### config.mk
export PLATFORM = sky130hd
export DESIGN_NAME = timer16
export DESIGN_NICKNAME = d
export VERILOG_FILES = /design/src/timer16_pkg.sv /design/src/timer16_edge.sv /design/src/timer16.sv
export SDC_FILE = /design/constraint.sdc
export NUM_CORES = 1
export LEC_CHECK = 0
export ABC_CLOCK_PERIOD_IN_PS = 3100
export BUFFER_PORTS_ARGS = -buffer_cell sky130_fd_sc_hd__buf_2
export CAP_MARGIN = 15
export CORE_MARGIN = 3
export CORE_UTILIZATION = 40
export DETAILED_ROUTE_END_ITERATION = 8
export HOLD_SLACK_MARGIN = 0.06
export PLACE_DENSITY = 0.7
export SLEW_MARGIN = 20
export SYNTH_ARGS = -nofsm -noshare
export SYNTH_HDL_FRONTEND = slang
export SYNTH_HIERARCHICAL = 1
export SYNTH_SLANG_ARGS = --single-unit
export TNS_END_PERCENT = 10
### constraint.sdc
create_clock -name core_clk -period 3.1 [get_ports core_clk]
set_clock_uncertainty 0.2 [all_clocks]
set_input_delay 0.465 -clock core_clk [delete_from_list [all_inputs] [get_ports core_clk]]
set_output_delay 0.465 -clock core_clk [all_outputs]
set_load 0.02 [all_outputs]
### src/timer16_pkg.sv
// Constants for the 16-bit timer/counter: register map, field layout, reset values.
// Assumes a 32-bit APB slave with one register per aligned word.
`default_nettype none
package timer16_pkg;
  localparam logic [11:0] addr_count_low    = 12'h000;
  localparam logic [11:0] addr_count_high   = 12'h004;
  localparam logic [11:0] addr_timer_control = 12'h008;
  localparam logic [11:0] addr_flags        = 12'h00c;
  localparam logic [11:0] addr_enables      = 12'h010;
  localparam logic [11:0] addr_aux_control  = 12'h014;
  localparam int bit_counter_on   = 0;
  localparam int bit_clk_src      = 1;
  localparam int bit_sync_dis     = 2;
  localparam int bit_ccp_sel_lo   = 3;
  localparam int bit_pre_lo       = 4;
  localparam int bit_pre_hi       = 5;
  localparam int bit_ccp_sel_hi   = 6;
  localparam int bit_wide         = 7;
  localparam int bit_overflow     = 1;
  localparam int bit_aux_osc      = 0;
  localparam logic [7:0]  control_reset = 8'h00;
  localparam logic [15:0] count_reset   = 16'h0000;
  localparam logic [15:0] count_max     = 16'hffff;
  localparam logic [1:0]  instr_div_last = 2'h3;
  localparam logic [3:0]  special_event_mode = 4'hb;
  typedef enum logic [1:0] {ext_wait_low, ext_armed} ext_state_e;
endpackage
`default_nettype wire

### src/timer16_edge.sv
// Rising-edge detector for the external count clock with first-edge suppression.
// Assumes a raw pin input; sync path uses three flops, the last two compared.
`timescale 1ns/1ps
`default_nettype none
module timer16_edge
  import timer16_pkg::*;
(
  // Clock and reset
  input  wire logic core_clk,
  input  wire logic sys_rst,
  input  wire logic clk_en,
  // Control
  input  wire logic arm_clear,
  input  wire logic sync_bypass,
  // Pin
  input  wire logic ext_in,
  // Result
  output logic      ext_tick
);
  logic       s1;
  logic       s2;
  logic       s3;
  logic       level;
  logic       last_level;
  ext_state_e state;

  always_ff @(posedge core_clk)
  begin
    if (sys_rst)
    begin
      s1       <= 1'b0;
      s2       <= 1'b0;
      s3       <= 1'b0;
    end
    else if (clk_en)
    begin
      s1       <= ext_in;
      s2       <= s1;
      s3       <= s2;
    end
  end

  // Bypass still samples through two flops (s2); this fabric cannot count truly asynchronously
  always_comb
  begin
    if (sync_bypass)
      level = s2;
    else if (s2 == s3)
      level = s3;
    else
      level = last_level;
  end

  always_ff @(posedge core_clk)
  begin
    if (sys_rst)
    begin
      last_level <= 1'b0;
      state      <= ext_wait_low;
    end
    else if (clk_en)
    begin
      last_level <= level;
      if (arm_clear)
        state <= ext_wait_low;
      else
        case (state)
          ext_wait_low:
            if (!level)
              state <= ext_armed;
          ext_armed:
            state <= ext_armed;
          default:
            state <= ext_wait_low;
        endcase
    end
  end

  assign ext_tick = (state == ext_armed) && level && !last_level && !arm_clear;
endmodule
`default_nettype wire

### src/timer16.sv
// 16-bit up-counting timer/counter with APB registers, prescaler and compare reset.
// Assumes one clock, synchronous reset and capture/compare units giving match flags.
//
// Chosen here: the address map and the APB interface to the registers.
`timescale 1ns/1ps
`default_nettype none
module timer16
  import timer16_pkg::*;
(
  // Clock, reset, enable
  input  wire logic        core_clk,
  input  wire logic        sys_rst,
  input  wire logic        clk_en,
  // APB slave
  input  wire logic        psel,
  input  wire logic        penable,
  input  wire logic        pwrite,
  input  wire logic [11:0] paddr,
  input  wire logic [31:0] pwdata,
  output logic             pready,
  output logic [31:0]      prdata,
  output logic             pslverr,
  // External clock pin and auxiliary oscillator
  input  wire logic        ext_clock_pin,
  input  wire logic        aux_osc_clk,
  input  wire logic [1:0]  port_c_direction,
  input  wire logic [1:0]  port_c_pin_in,
  output logic [1:0]       port_c_dir_eff,
  output logic [1:0]       port_c_read,
  // Capture/compare units
  input  wire logic [3:0]  unit1_mode,
  input  wire logic        unit1_match,
  input  wire logic [3:0]  unit2_mode,
  input  wire logic        unit2_match,
  output logic             unit1_uses_this,
  output logic             unit2_uses_this,
  output logic [15:0]      timer_value,
  // Interrupt request
  output logic             overflow_irq
);
  logic [7:0]  timer_control;
  logic [15:0] count;
  logic [7:0]  high_buffer;
  logic        overflow_flag;
  logic        overflow_irq_enable;
  logic        aux_osc_enable;
  logic [1:0]  instr_div;
  logic [2:0]  prescale_cnt;
  logic        instr_tick;
  logic        ext_tick;
  logic        src_tick;
  logic        count_tick;
  logic        acc;
  logic        wr;
  logic        rd;
  logic        wr_low;
  logic        wr_high;
  logic        rd_low;
  logic        sev1;
  logic        sev2;
  logic        wrap;
  logic        wide_access_mode;
  logic        clock_source_select;
  logic        ext_sync_disable;
  logic        counter_on;
  logic [1:0]  prescale_select;
  logic [1:0]  capture_timebase_select;
  logic [15:0] next_count;
  logic [31:0] next_rdata;
  logic        addr_ok;
  logic        wr_control;
  logic        wr_flags;
  logic        wr_enables;
  logic        wr_aux;
  logic        rd_setup;
  logic        prescale_end;
  logic        count_running;
  logic        special_reset;
  logic        count_write;
  logic        overflow_set;
  logic        buffer_fill;
  logic        buffer_capture;
  logic        arm_clear;
  logic        ext_source;
  logic [7:0]  write_byte;
  logic [7:0]  live_high;
  logic [7:0]  high_view;

  assign wide_access_mode        = timer_control[bit_wide];
  assign clock_source_select     = timer_control[bit_clk_src];
  assign ext_sync_disable        = timer_control[bit_sync_dis];
  assign counter_on              = timer_control[bit_counter_on];
  assign prescale_select         = {timer_control[bit_pre_hi], timer_control[bit_pre_lo]};
  assign capture_timebase_select = {timer_control[bit_ccp_sel_hi], timer_control[bit_ccp_sel_lo]};

  function automatic logic [2:0] prescale_last(input logic [1:0] sel);
    prescale_last = 3'((4'h1 << sel) - 4'h1);
  endfunction

  function automatic logic is_addr(input logic [11:0] a, input logic [11:0] ref_a);
    is_addr = (a == ref_a);
  endfunction

  function automatic logic [15:0] join_bytes(input logic [7:0] hi, input logic [7:0] lo);
    join_bytes = {hi, lo};
  endfunction

  // APB: zero wait states; writes take effect at the access edge, read data is registered at the setup edge
  assign pready  = 1'b1;
  assign acc     = psel && penable && clk_en;
  assign wr      = acc && pwrite;
  assign rd      = acc && !pwrite;
  assign wr_low  = wr && is_addr(paddr, addr_count_low);
  assign wr_high = wr && is_addr(paddr, addr_count_high);
  assign rd_low  = rd && is_addr(paddr, addr_count_low);
  assign addr_ok = is_addr(paddr, addr_count_low) || is_addr(paddr, addr_count_high) ||
                   is_addr(paddr, addr_timer_control) || is_addr(paddr, addr_flags) ||
                   is_addr(paddr, addr_enables) || is_addr(paddr, addr_aux_control);
  // Unmapped reads return zero; pslverr tells software so
  assign pslverr = psel && penable && !addr_ok;

  // Per-register write strobes, all qualified by the access edge and clk_en
  assign write_byte  = pwdata[7:0];
  assign wr_control  = wr && is_addr(paddr, addr_timer_control);
  assign wr_flags    = wr && is_addr(paddr, addr_flags);
  assign wr_enables  = wr && is_addr(paddr, addr_enables);
  assign wr_aux      = wr && is_addr(paddr, addr_aux_control);
  // A wide-mode high write only fills the buffer, so it does not count as a counter write
  assign count_write = wr_low || (wr_high && !wide_access_mode);
  // Read data launched in the setup cycle stands for the whole access phase
  assign rd_setup    = psel && !penable && !pwrite && clk_en;

  // Buffer traffic exists only in wide mode
  assign buffer_fill    = wide_access_mode && wr_high;
  assign buffer_capture = wide_access_mode && rd_low;

  // Timebase routing
  assign unit1_uses_this = capture_timebase_select[1];
  assign unit2_uses_this = capture_timebase_select[1] || capture_timebase_select[0];
  assign sev1 = unit1_uses_this && (unit1_mode == special_event_mode) && unit1_match;
  assign sev2 = unit2_uses_this && (unit2_mode == special_event_mode) && unit2_match;
  assign special_reset = sev1 || sev2;
  assign live_high     = count[15:8];
  assign high_view     = wide_access_mode ? high_buffer : live_high;
  assign timer_value   = count;

  // Oscillator pins forced to inputs
  assign port_c_dir_eff = aux_osc_enable ? 2'h3 : port_c_direction;
  assign port_c_read    = aux_osc_enable ? 2'h0 : port_c_pin_in;

  // Re-arming on stop or source change makes the first edge after enabling wait for a low
  assign arm_clear  = !clock_source_select || !counter_on;
  assign ext_source = aux_osc_enable ? aux_osc_clk : ext_clock_pin;

  timer16_edge u_edge
  (
    .core_clk    (core_clk),
    .sys_rst     (sys_rst),
    .clk_en      (clk_en),
    .arm_clear   (arm_clear),
    .sync_bypass (ext_sync_disable),
    .ext_in      (ext_source),
    .ext_tick    (ext_tick)
  );

  // Instruction cycle is a quarter of the core clock
  always_ff @(posedge core_clk)
  begin
    if (sys_rst)
      instr_div <= 2'h0;
    else if (clk_en)
      instr_div <= instr_div + 2'h1;
  end
  assign instr_tick = (instr_div == instr_div_last);

  assign src_tick = clock_source_select ? ext_tick : instr_tick;
  // Gating here, not at the divider, keeps the instruction phase free-running
  assign count_running = counter_on && src_tick;

  always_ff @(posedge core_clk)
  begin
    if (sys_rst)
      prescale_cnt <= 3'h0;
    else if (clk_en)
    begin
      if (wr_low)
        prescale_cnt <= 3'h0;
      else if (count_running)
      begin
        if (prescale_end)
          prescale_cnt <= 3'h0;
        else
          prescale_cnt <= prescale_cnt + 3'h1;
      end
    end
  end
  assign prescale_end = (prescale_cnt >= prescale_last(prescale_select));
  assign count_tick   = count_running && prescale_end;

  assign wrap = count_tick && (count == count_max);

  always_comb
  begin
    next_count = count;
    // Write wins over special-event reset
    if (count_write)
    begin
      if (wr_low && wide_access_mode)
        next_count = join_bytes(high_buffer, write_byte);
      else if (wr_low)
        next_count = join_bytes(live_high, write_byte);
      else
        next_count = join_bytes(write_byte, count[7:0]);
    end
    else if (special_reset)
      next_count = count_reset;
    else if (count_tick)
      next_count = count + 16'h0001;
  end

  always_ff @(posedge core_clk)
  begin
    if (sys_rst)
      count <= count_reset;
    else if (clk_en)
      count <= next_count;
  end

  // High-byte buffer used only in wide mode
  always_ff @(posedge core_clk)
  begin
    if (sys_rst)
      high_buffer <= 8'h00;
    else if (clk_en)
    begin
      if (buffer_fill)
        high_buffer <= write_byte;
      else if (buffer_capture)
        high_buffer <= live_high;
    end
  end

  // Control register
  always_ff @(posedge core_clk)
  begin
    if (sys_rst)
      timer_control <= control_reset;
    else if (wr_control)
      timer_control <= write_byte;
  end

  // Overflow interrupt enable
  always_ff @(posedge core_clk)
  begin
    if (sys_rst)
      overflow_irq_enable <= 1'b0;
    else if (wr_enables)
      overflow_irq_enable <= pwdata[bit_overflow];
  end

  // Oscillator enable; the pin override follows it combinationally
  always_ff @(posedge core_clk)
  begin
    if (sys_rst)
      aux_osc_enable <= 1'b0;
    else if (wr_aux)
      aux_osc_enable <= pwdata[bit_aux_osc];
  end

  // Wrap sets the flag; a special-event reset is no wrap, so unit 2 never sets it
  assign overflow_set = wrap && !count_write && !special_reset;

  always_ff @(posedge core_clk)
  begin
    if (sys_rst)
      overflow_flag <= 1'b0;
    else if (clk_en)
    begin
      // Hardware set wins over a software clear in the same cycle
      if (overflow_set)
        overflow_flag <= 1'b1;
      else if (wr_flags)
        overflow_flag <= pwdata[bit_overflow];
    end
  end

  assign overflow_irq = overflow_flag && overflow_irq_enable;

  always_comb
  begin
    next_rdata = 32'h0000_0000;
    case (paddr)
      addr_count_low:     next_rdata[7:0] = count[7:0];
      addr_count_high:    next_rdata[7:0] = high_view;
      addr_timer_control: next_rdata[7:0] = timer_control;
      addr_flags:         next_rdata[bit_overflow] = overflow_flag;
      addr_enables:       next_rdata[bit_overflow] = overflow_irq_enable;
      addr_aux_control:   next_rdata[bit_aux_osc] = aux_osc_enable;
      default:            next_rdata = 32'h0000_0000;
    endcase
  end

  // Read data registered in the setup cycle, valid through the access phase
  always_ff @(posedge core_clk)
  begin
    if (sys_rst)
      prdata <= 32'h0000_0000;
    else if (rd_setup)
      prdata <= next_rdata;
  end
endmodule
`default_nettype wire

**Word level (Yosys, flattened, before mapping)**

Index checks and enable logic that the tools add are counted.

- Flip-flop bits (word level): 54
- Output and inout bits: 57
- Word-level logic and storage cells: 123
- Bits of input ports: 66

- Eq/ne operators: 14
- Add/sub/neg operators: 4
- Reductions and logical operators: 63
- Magnitude comparators: 1
- Multiplexer cells: 25
- Shift operators: 1

Operators by type and width:

| kind | number |
|---|---|
| $mux W16 | 5 |
| $logic_and A1 B1 Y1 | 32 |
| $eq A12 B4 Y1 const B | 2 |
| $eq A12 B5 Y1 const B | 2 |
| $mux W8 | 3 |
| $pmux W6 S3 | 1 |
| $add A16 B1 Y16 const B | 1 |
| $eq A16 B16 Y1 const B | 1 |
| $eq A12 B3 Y1 const B | 1 |
| $logic_not A12 Y1 | 1 |
| $logic_not A1 Y1 | 10 |
| $logic_or A1 B1 Y1 | 9 |
| $mux W3 | 3 |
| $ne A3 B2 Y1 const B | 3 |
| $eq A4 B4 Y1 const B | 2 |
| $mux W2 | 4 |
| $reduce_and A2 Y1 | 4 |
| $mux W1 | 6 |
| $reduce_and A3 Y1 | 2 |
| $reduce_bool A2 Y1 | 3 |
| $pmux W1 S5 | 1 |
| $pmux W1 S4 | 1 |
| $pmux W2 S2 | 1 |
| $add A3 B1 Y3 const B | 1 |
| other kinds (9) | 9 |

**Depth between registers and ports, before layout**

- Word-level depth: 14
- Depth in mapped cells: 9
- Gate-level depth less buffers: 8

**Hierarchy**

The synthesis kept the hierarchy.

By module, submodules not included:

| module | seq. area each (sq um) | cells each | area each (sq um) | times used |
|---|---|---|---|---|
| timer16 | 960.9 | 432 | 3447.1 | 1 |
| timer16_edge | 100.1 | 23 | 222.7 | 1 |

**Least setup slack after synthesis**

No wires, ideal clock.

- Kind: in2reg
- Start: in paddr[9]
- End: reg count[6] (netlist: timer_value[6])
- Buffers on the path: 3
- Library setup time: 0.134 ns
- Slack: 0.541 ns
- Required time: 2.766 ns
- Stages on the path: 9
- Arrival time: 2.225 ns
- Path through: or4_4 buf_6 nor3_4 and3_1 buf_6 nor2_2 buf_2 a21oi_1 o32ai_2

- Word-level cells in the longest chain between the ends: 6
- Elaborated cells between the ends (all ways): 12
- Classes of those cells: eq/ne (2); mux (2); reduce/logical (8)

Ends and longest elaborated chain:

| item | RTL line | text |
|---|---|---|
| start, declared | timer16.sv:18 | `input wire logic [11:0] paddr,` |
| $eq A12 B3 Y1 | timer16.sv:101 | `is_addr = (a == ref_a);` |
| $logic_and A1 B1 Y1 | timer16.sv:114 | `assign wr_high = wr && is_addr(paddr, addr_count_high);` |
| $logic_and A1 B1 Y1 | timer16.sv:129 | `assign count_write = wr_low \|\| (wr_high && !wide_access_mode);` |
| $logic_or A1 B1 Y1 | timer16.sv:129 |  |
| $ne A3 B2 Y1 (no line) or $reduce_bool A3 Y1 (tied branches) | n/a |  |
| $reduce_and A3 Y1 (no line) | n/a |  |
| end signal, assigned | timer16.sv:224 | `count <= count_reset;` |
| end signal, assigned | timer16.sv:226 | `count <= next_count;` |
| end, declared | timer16.sv:42 | `logic [15:0] count;` |

Parallel ways exist; a longest one is shown, timed or not.
A chain may end at the register's enable or synchronous reset.

**Final worst setup path**

- Start: reg u_edge.s2
- End: reg count[1] (netlist: timer_value[1])

- Word-level cells in the longest chain between the ends: 11

Ends and longest elaborated chain:

| item | RTL line | text |
|---|---|---|
| start, declared | timer16_edge.sv:21 | `logic s2;` |
| start signal, assigned | timer16_edge.sv:32 | `s2 <= 1'b0;` |
| start signal, assigned | timer16_edge.sv:38 | `s2 <= s1;` |
| $eq A1 B1 Y1 | timer16_edge.sv:48 | `else if (s2 == s3)` |
| $mux W1 | timer16_edge.sv:48 |  |
| $mux W1 * | timer16_edge.sv:46 | `if (sync_bypass)` |
| $logic_and A1 B1 Y1 * (3 in a row) | timer16_edge.sv:79 | `assign ext_tick = (state == ext_armed) && level && !last_level && !arm_clear;` |
| net ext_tick | timer16.sv:50 | `logic ext_tick;` |
| $mux W1 * | timer16.sv:176 | `assign src_tick = clock_source_select ? ext_tick : instr_tick;` |
| $logic_and A1 B1 Y1 * | timer16.sv:178 | `assign count_running = counter_on && src_tick;` |
| $logic_and A1 B1 Y1 * | timer16.sv:198 | `assign count_tick = count_running && prescale_end;` |
| $reduce_bool A3 Y1 (no line) * | n/a |  |
| $reduce_and A3 Y1 (no line) * | n/a |  |

Mark *: on every way through the listed nets, which the timed path passes. The rest lies on a longest branch.

==> impl_metrics.yaml <==
outcome:
  outcome: "completed"
cells_and_area:
  layout-drive-gt1-share: 0.248
  nNetsFinal: 600
  final_util: 0.474
  diodes: 0
  final_cell_count_no_fill: 637
  syn2layout_area_growth_pct: 13.7
  fin_area_um2: 4170
placed_design:
  dp_hpwl_mm: 8.39
  placed_cell_area_um2: 4050
  io_buffers: 73
  dpl.cell_count: 629
  gp_congestion: 0.962
floorplanning:
  die_area_um2: 10400
  die_y_um: 102
  die_w_um: 102
  rows: 34
  start_util: 0.417
  core_area_um2: 8810
  ios: 123
synth:
  netlist.area_leader.share: 0.289
  syn_area_um2: 3670
  ys_seq_area_frac: 0.289
  yosysWarnings: 6
  avgSynthCellArea_um2: 8.07
  synth_edf_count: 0
  synth_flop_cell: "dfxtp_1"
  synth-seq-cells: 53
  synthCells: 455
  yosys.cell_types.count: 66
  post_synth_main_area_contributors: "dfxtp_1 (29%), mux2i_1 (6.5%), nor2_1 (5.9%), buf_4 (5.7%), nand2_1 (4.7%)"
  synthArstFlopShare: 0
  yosys.area.top_type: "dfxtp_1"
power_and_ir_drop:
  p_leak_nw: 1.66
  power_frac_clock: 0.379
  combPwrFrac: 0.107
  seqPwrFrac: 0.513
  p_switching_w: 0.000350
  ir_worst_vdd_mv: 0.156
  p_int_w: 0.000992
  switching_share: 0.261
  power_density_nw_per_um2: 321
sta:
  slew_viol_final: 0
  worstMarginPinSlew_ns: 0.809
  slew_headroom: 0.457
  tns_ns: 0
  grt_setup_unrepaired: "false"
  hold_ws_ns: 0.252
  fin_crit_sh: 0.859
  hold_viol_final: 0
  finalCriticalPeriod_ns: 2.66
  fmax_mhz: 376
  setup_viol: 0
cts:
  hold_buffers: 0
  cts_tree: "done"
  clk_pin_slew_ns: 0.11
  cts-root-buf: "clkbuf_8"
  cts_buffer_depth: 2
  htreeDepth: 2
  clkLatencyLatePin_ns: 0.32
  clock_sinks: 53
  cts_resized: 0
  post_cts_buffers: 0
  cts_buffers: 5
detailed_routing:
  drt_iter0_drc: 357
  ant_nets: 0
  drtPass1Iterations: 5
  drt_wl_total_mm: 11.2
  drc: 0
  wire_per_inst_um: 17.5
  vias: 3707
  viasPerCell: 5.82
setup_path:
  crit_chain: "o21a_1 > nor4b_1 > mux2_2 > nand2_1 > nor2_1 > o31ai_2 > buf_4 > a221oi_1 > nor3_1"
  crit_buf_inv: 1
  endpoint_kind: "flop"
  criticalPathCategory: "flop to flop"
  cpPeakStageDelay_ns: 0.46
  slowest_stage: "nor2_1"
  arrival_ns: 2.66
  reg2reg_from: "u_edge/s2$_SDFFE_PP0P_"
  cp_max_fo: 13
  required_ns: 3.09
  startpoint_type: "flop"
  path_delay_family: "simple AND/OR/NAND/NOR gates"
  critPathLaunch: "u_edge/s2$_SDFFE_PP0P_"
hold_path:
  min_from: "pwdata[5]"
  hold_class: "input pin to flop"
global_routing:
  grtUsageTotal: 0.214
  grt_pass1_wl_mm: 17.4
  grt-ovfl-total: 0
  grt_pass1_vias: 3419
  grt_max_degree: 52
  antenna_found_initial: 0
run:
  cap_violations: 0
==> layer usage <==
metal  part of all wire  global-route usage
met4              0.015              0.0552
met1               0.44               0.282
met3              0.070              0.0262
met2               0.48               0.371
met5                  0                   0
==> path summary, 6_finish.rpt <==
kind / endpoint / slack (ns) / depth (start not counted)
setup / recovery: timer_value[1]$_SDFFE_PP0P_ / 0.44 / 9
hold / removal: timer_control[5]$_SDFFE_PP0P_ / 0.25 / 3
setup reg to reg: timer_value[1]$_SDFFE_PP0P_ / 0.44 / 9
hold reg to reg: prdata[0]$_SDFFE_PP0P_ / 0.25 / 2
==> final cells by class <==
type	count	area, um^2
tap	108	135
inverter	10	37.5
fill	893	4630
clock buffer	6	82.6
sequential	53	1060
multi-input combinational	364	2300
timing repair buffer	94	523
clock inverter	2	37.5
==> power groups by stage <==
stage	Clock, W	Sequential (W)	Combinational (W)
after global routing	0.000542	0.000689	0.000156
after floorplan	0	0.000704	0.000113
final	0.000509	0.000689	0.000144
after CTS	0.000517	0.000689	0.000143
after global placement	0	0.000704	0.000140
after detailed placement	0	0.000704	0.000142
==> worst reg2reg max path: stages, from the launching register on <==
cell and delay (ns):
dfxtp_1 0.41, o21a_1 0.18, nor4b_1 0.23, mux2_2 0.20, nand2_1 0.15, nor2_1 0.46
o31ai_2 0.17, buf_4 0.22, a221oi_1 0.23, nor3_1 0.08
==> registers in the layout, summed over array words and instances, names as in the netlist <==
register and flops:
prdata 8, overflow_irq_enable 1, u_edge/s2 1, timer_control 8, aux_osc_enable 1, u_edge/state 1
prescale_cnt 3, timer_value 16, u_edge/s3 1, u_edge/last_level 1, high_buffer 8, overflow_flag 1
u_edge/s1 1, instr_div 2
==> per-stage QoR <==
| step | power, W | setup slack, ns |
|---|---|---|
| finish | 0.00134 | 0.438 |
| global route | 0.00139 | 0.154 |
| CTS | 0.00135 | 0.468 |
| detailed placement | 0.000846 | 0.264 |
| global placement | 0.000844 | 0.302 |
| floorplan | 0.000817 | 0.541 |
==> logic make-up (layout without fill, tap and decap cells) <==
logic type,count (synthesis),in the layout,synth area share
other cells,2,25,0.00205
simple gates,197,197,0.286
compound gates,105,105,0.208
xor+xnor,1,1,0.00239
fa+ha+maj,6,6,0.0205
flops,53,53,0.289
buf+inv,61,112,0.108
mux,30,30,0.0839
==> layout by cell type, fill, tap and decap left out, types with 12 or more instances in the layout <==
cell / n
nand3_1: 12
nor3_1: 13
nor2_1: 58
dfxtp_1: 53
conb_1: 25
mux2i_1: 24
a21oi_1: 28
buf_2: 73
nand2_1: 46
buf_4: 21
==> synth_stat cells (6+ instances only) <==
cell,n
nand3_1,12
nor2b_1,6
nor3_1,13
clkbuf_1,10
buf_4,28
dfxtp_1,53
mux2i_1,24
o21ai_0,7
ha_1,6
nand2_1,46
buf_6,7
or2_2,6
nand4_1,9
nor2_1,58
nor4_1,8
inv_1,9
mux2_2,6
a211oi_1,10
o32ai_1,6
a21oi_1,28
a22oi_1,10
Power figures use the tool's default switching activity.
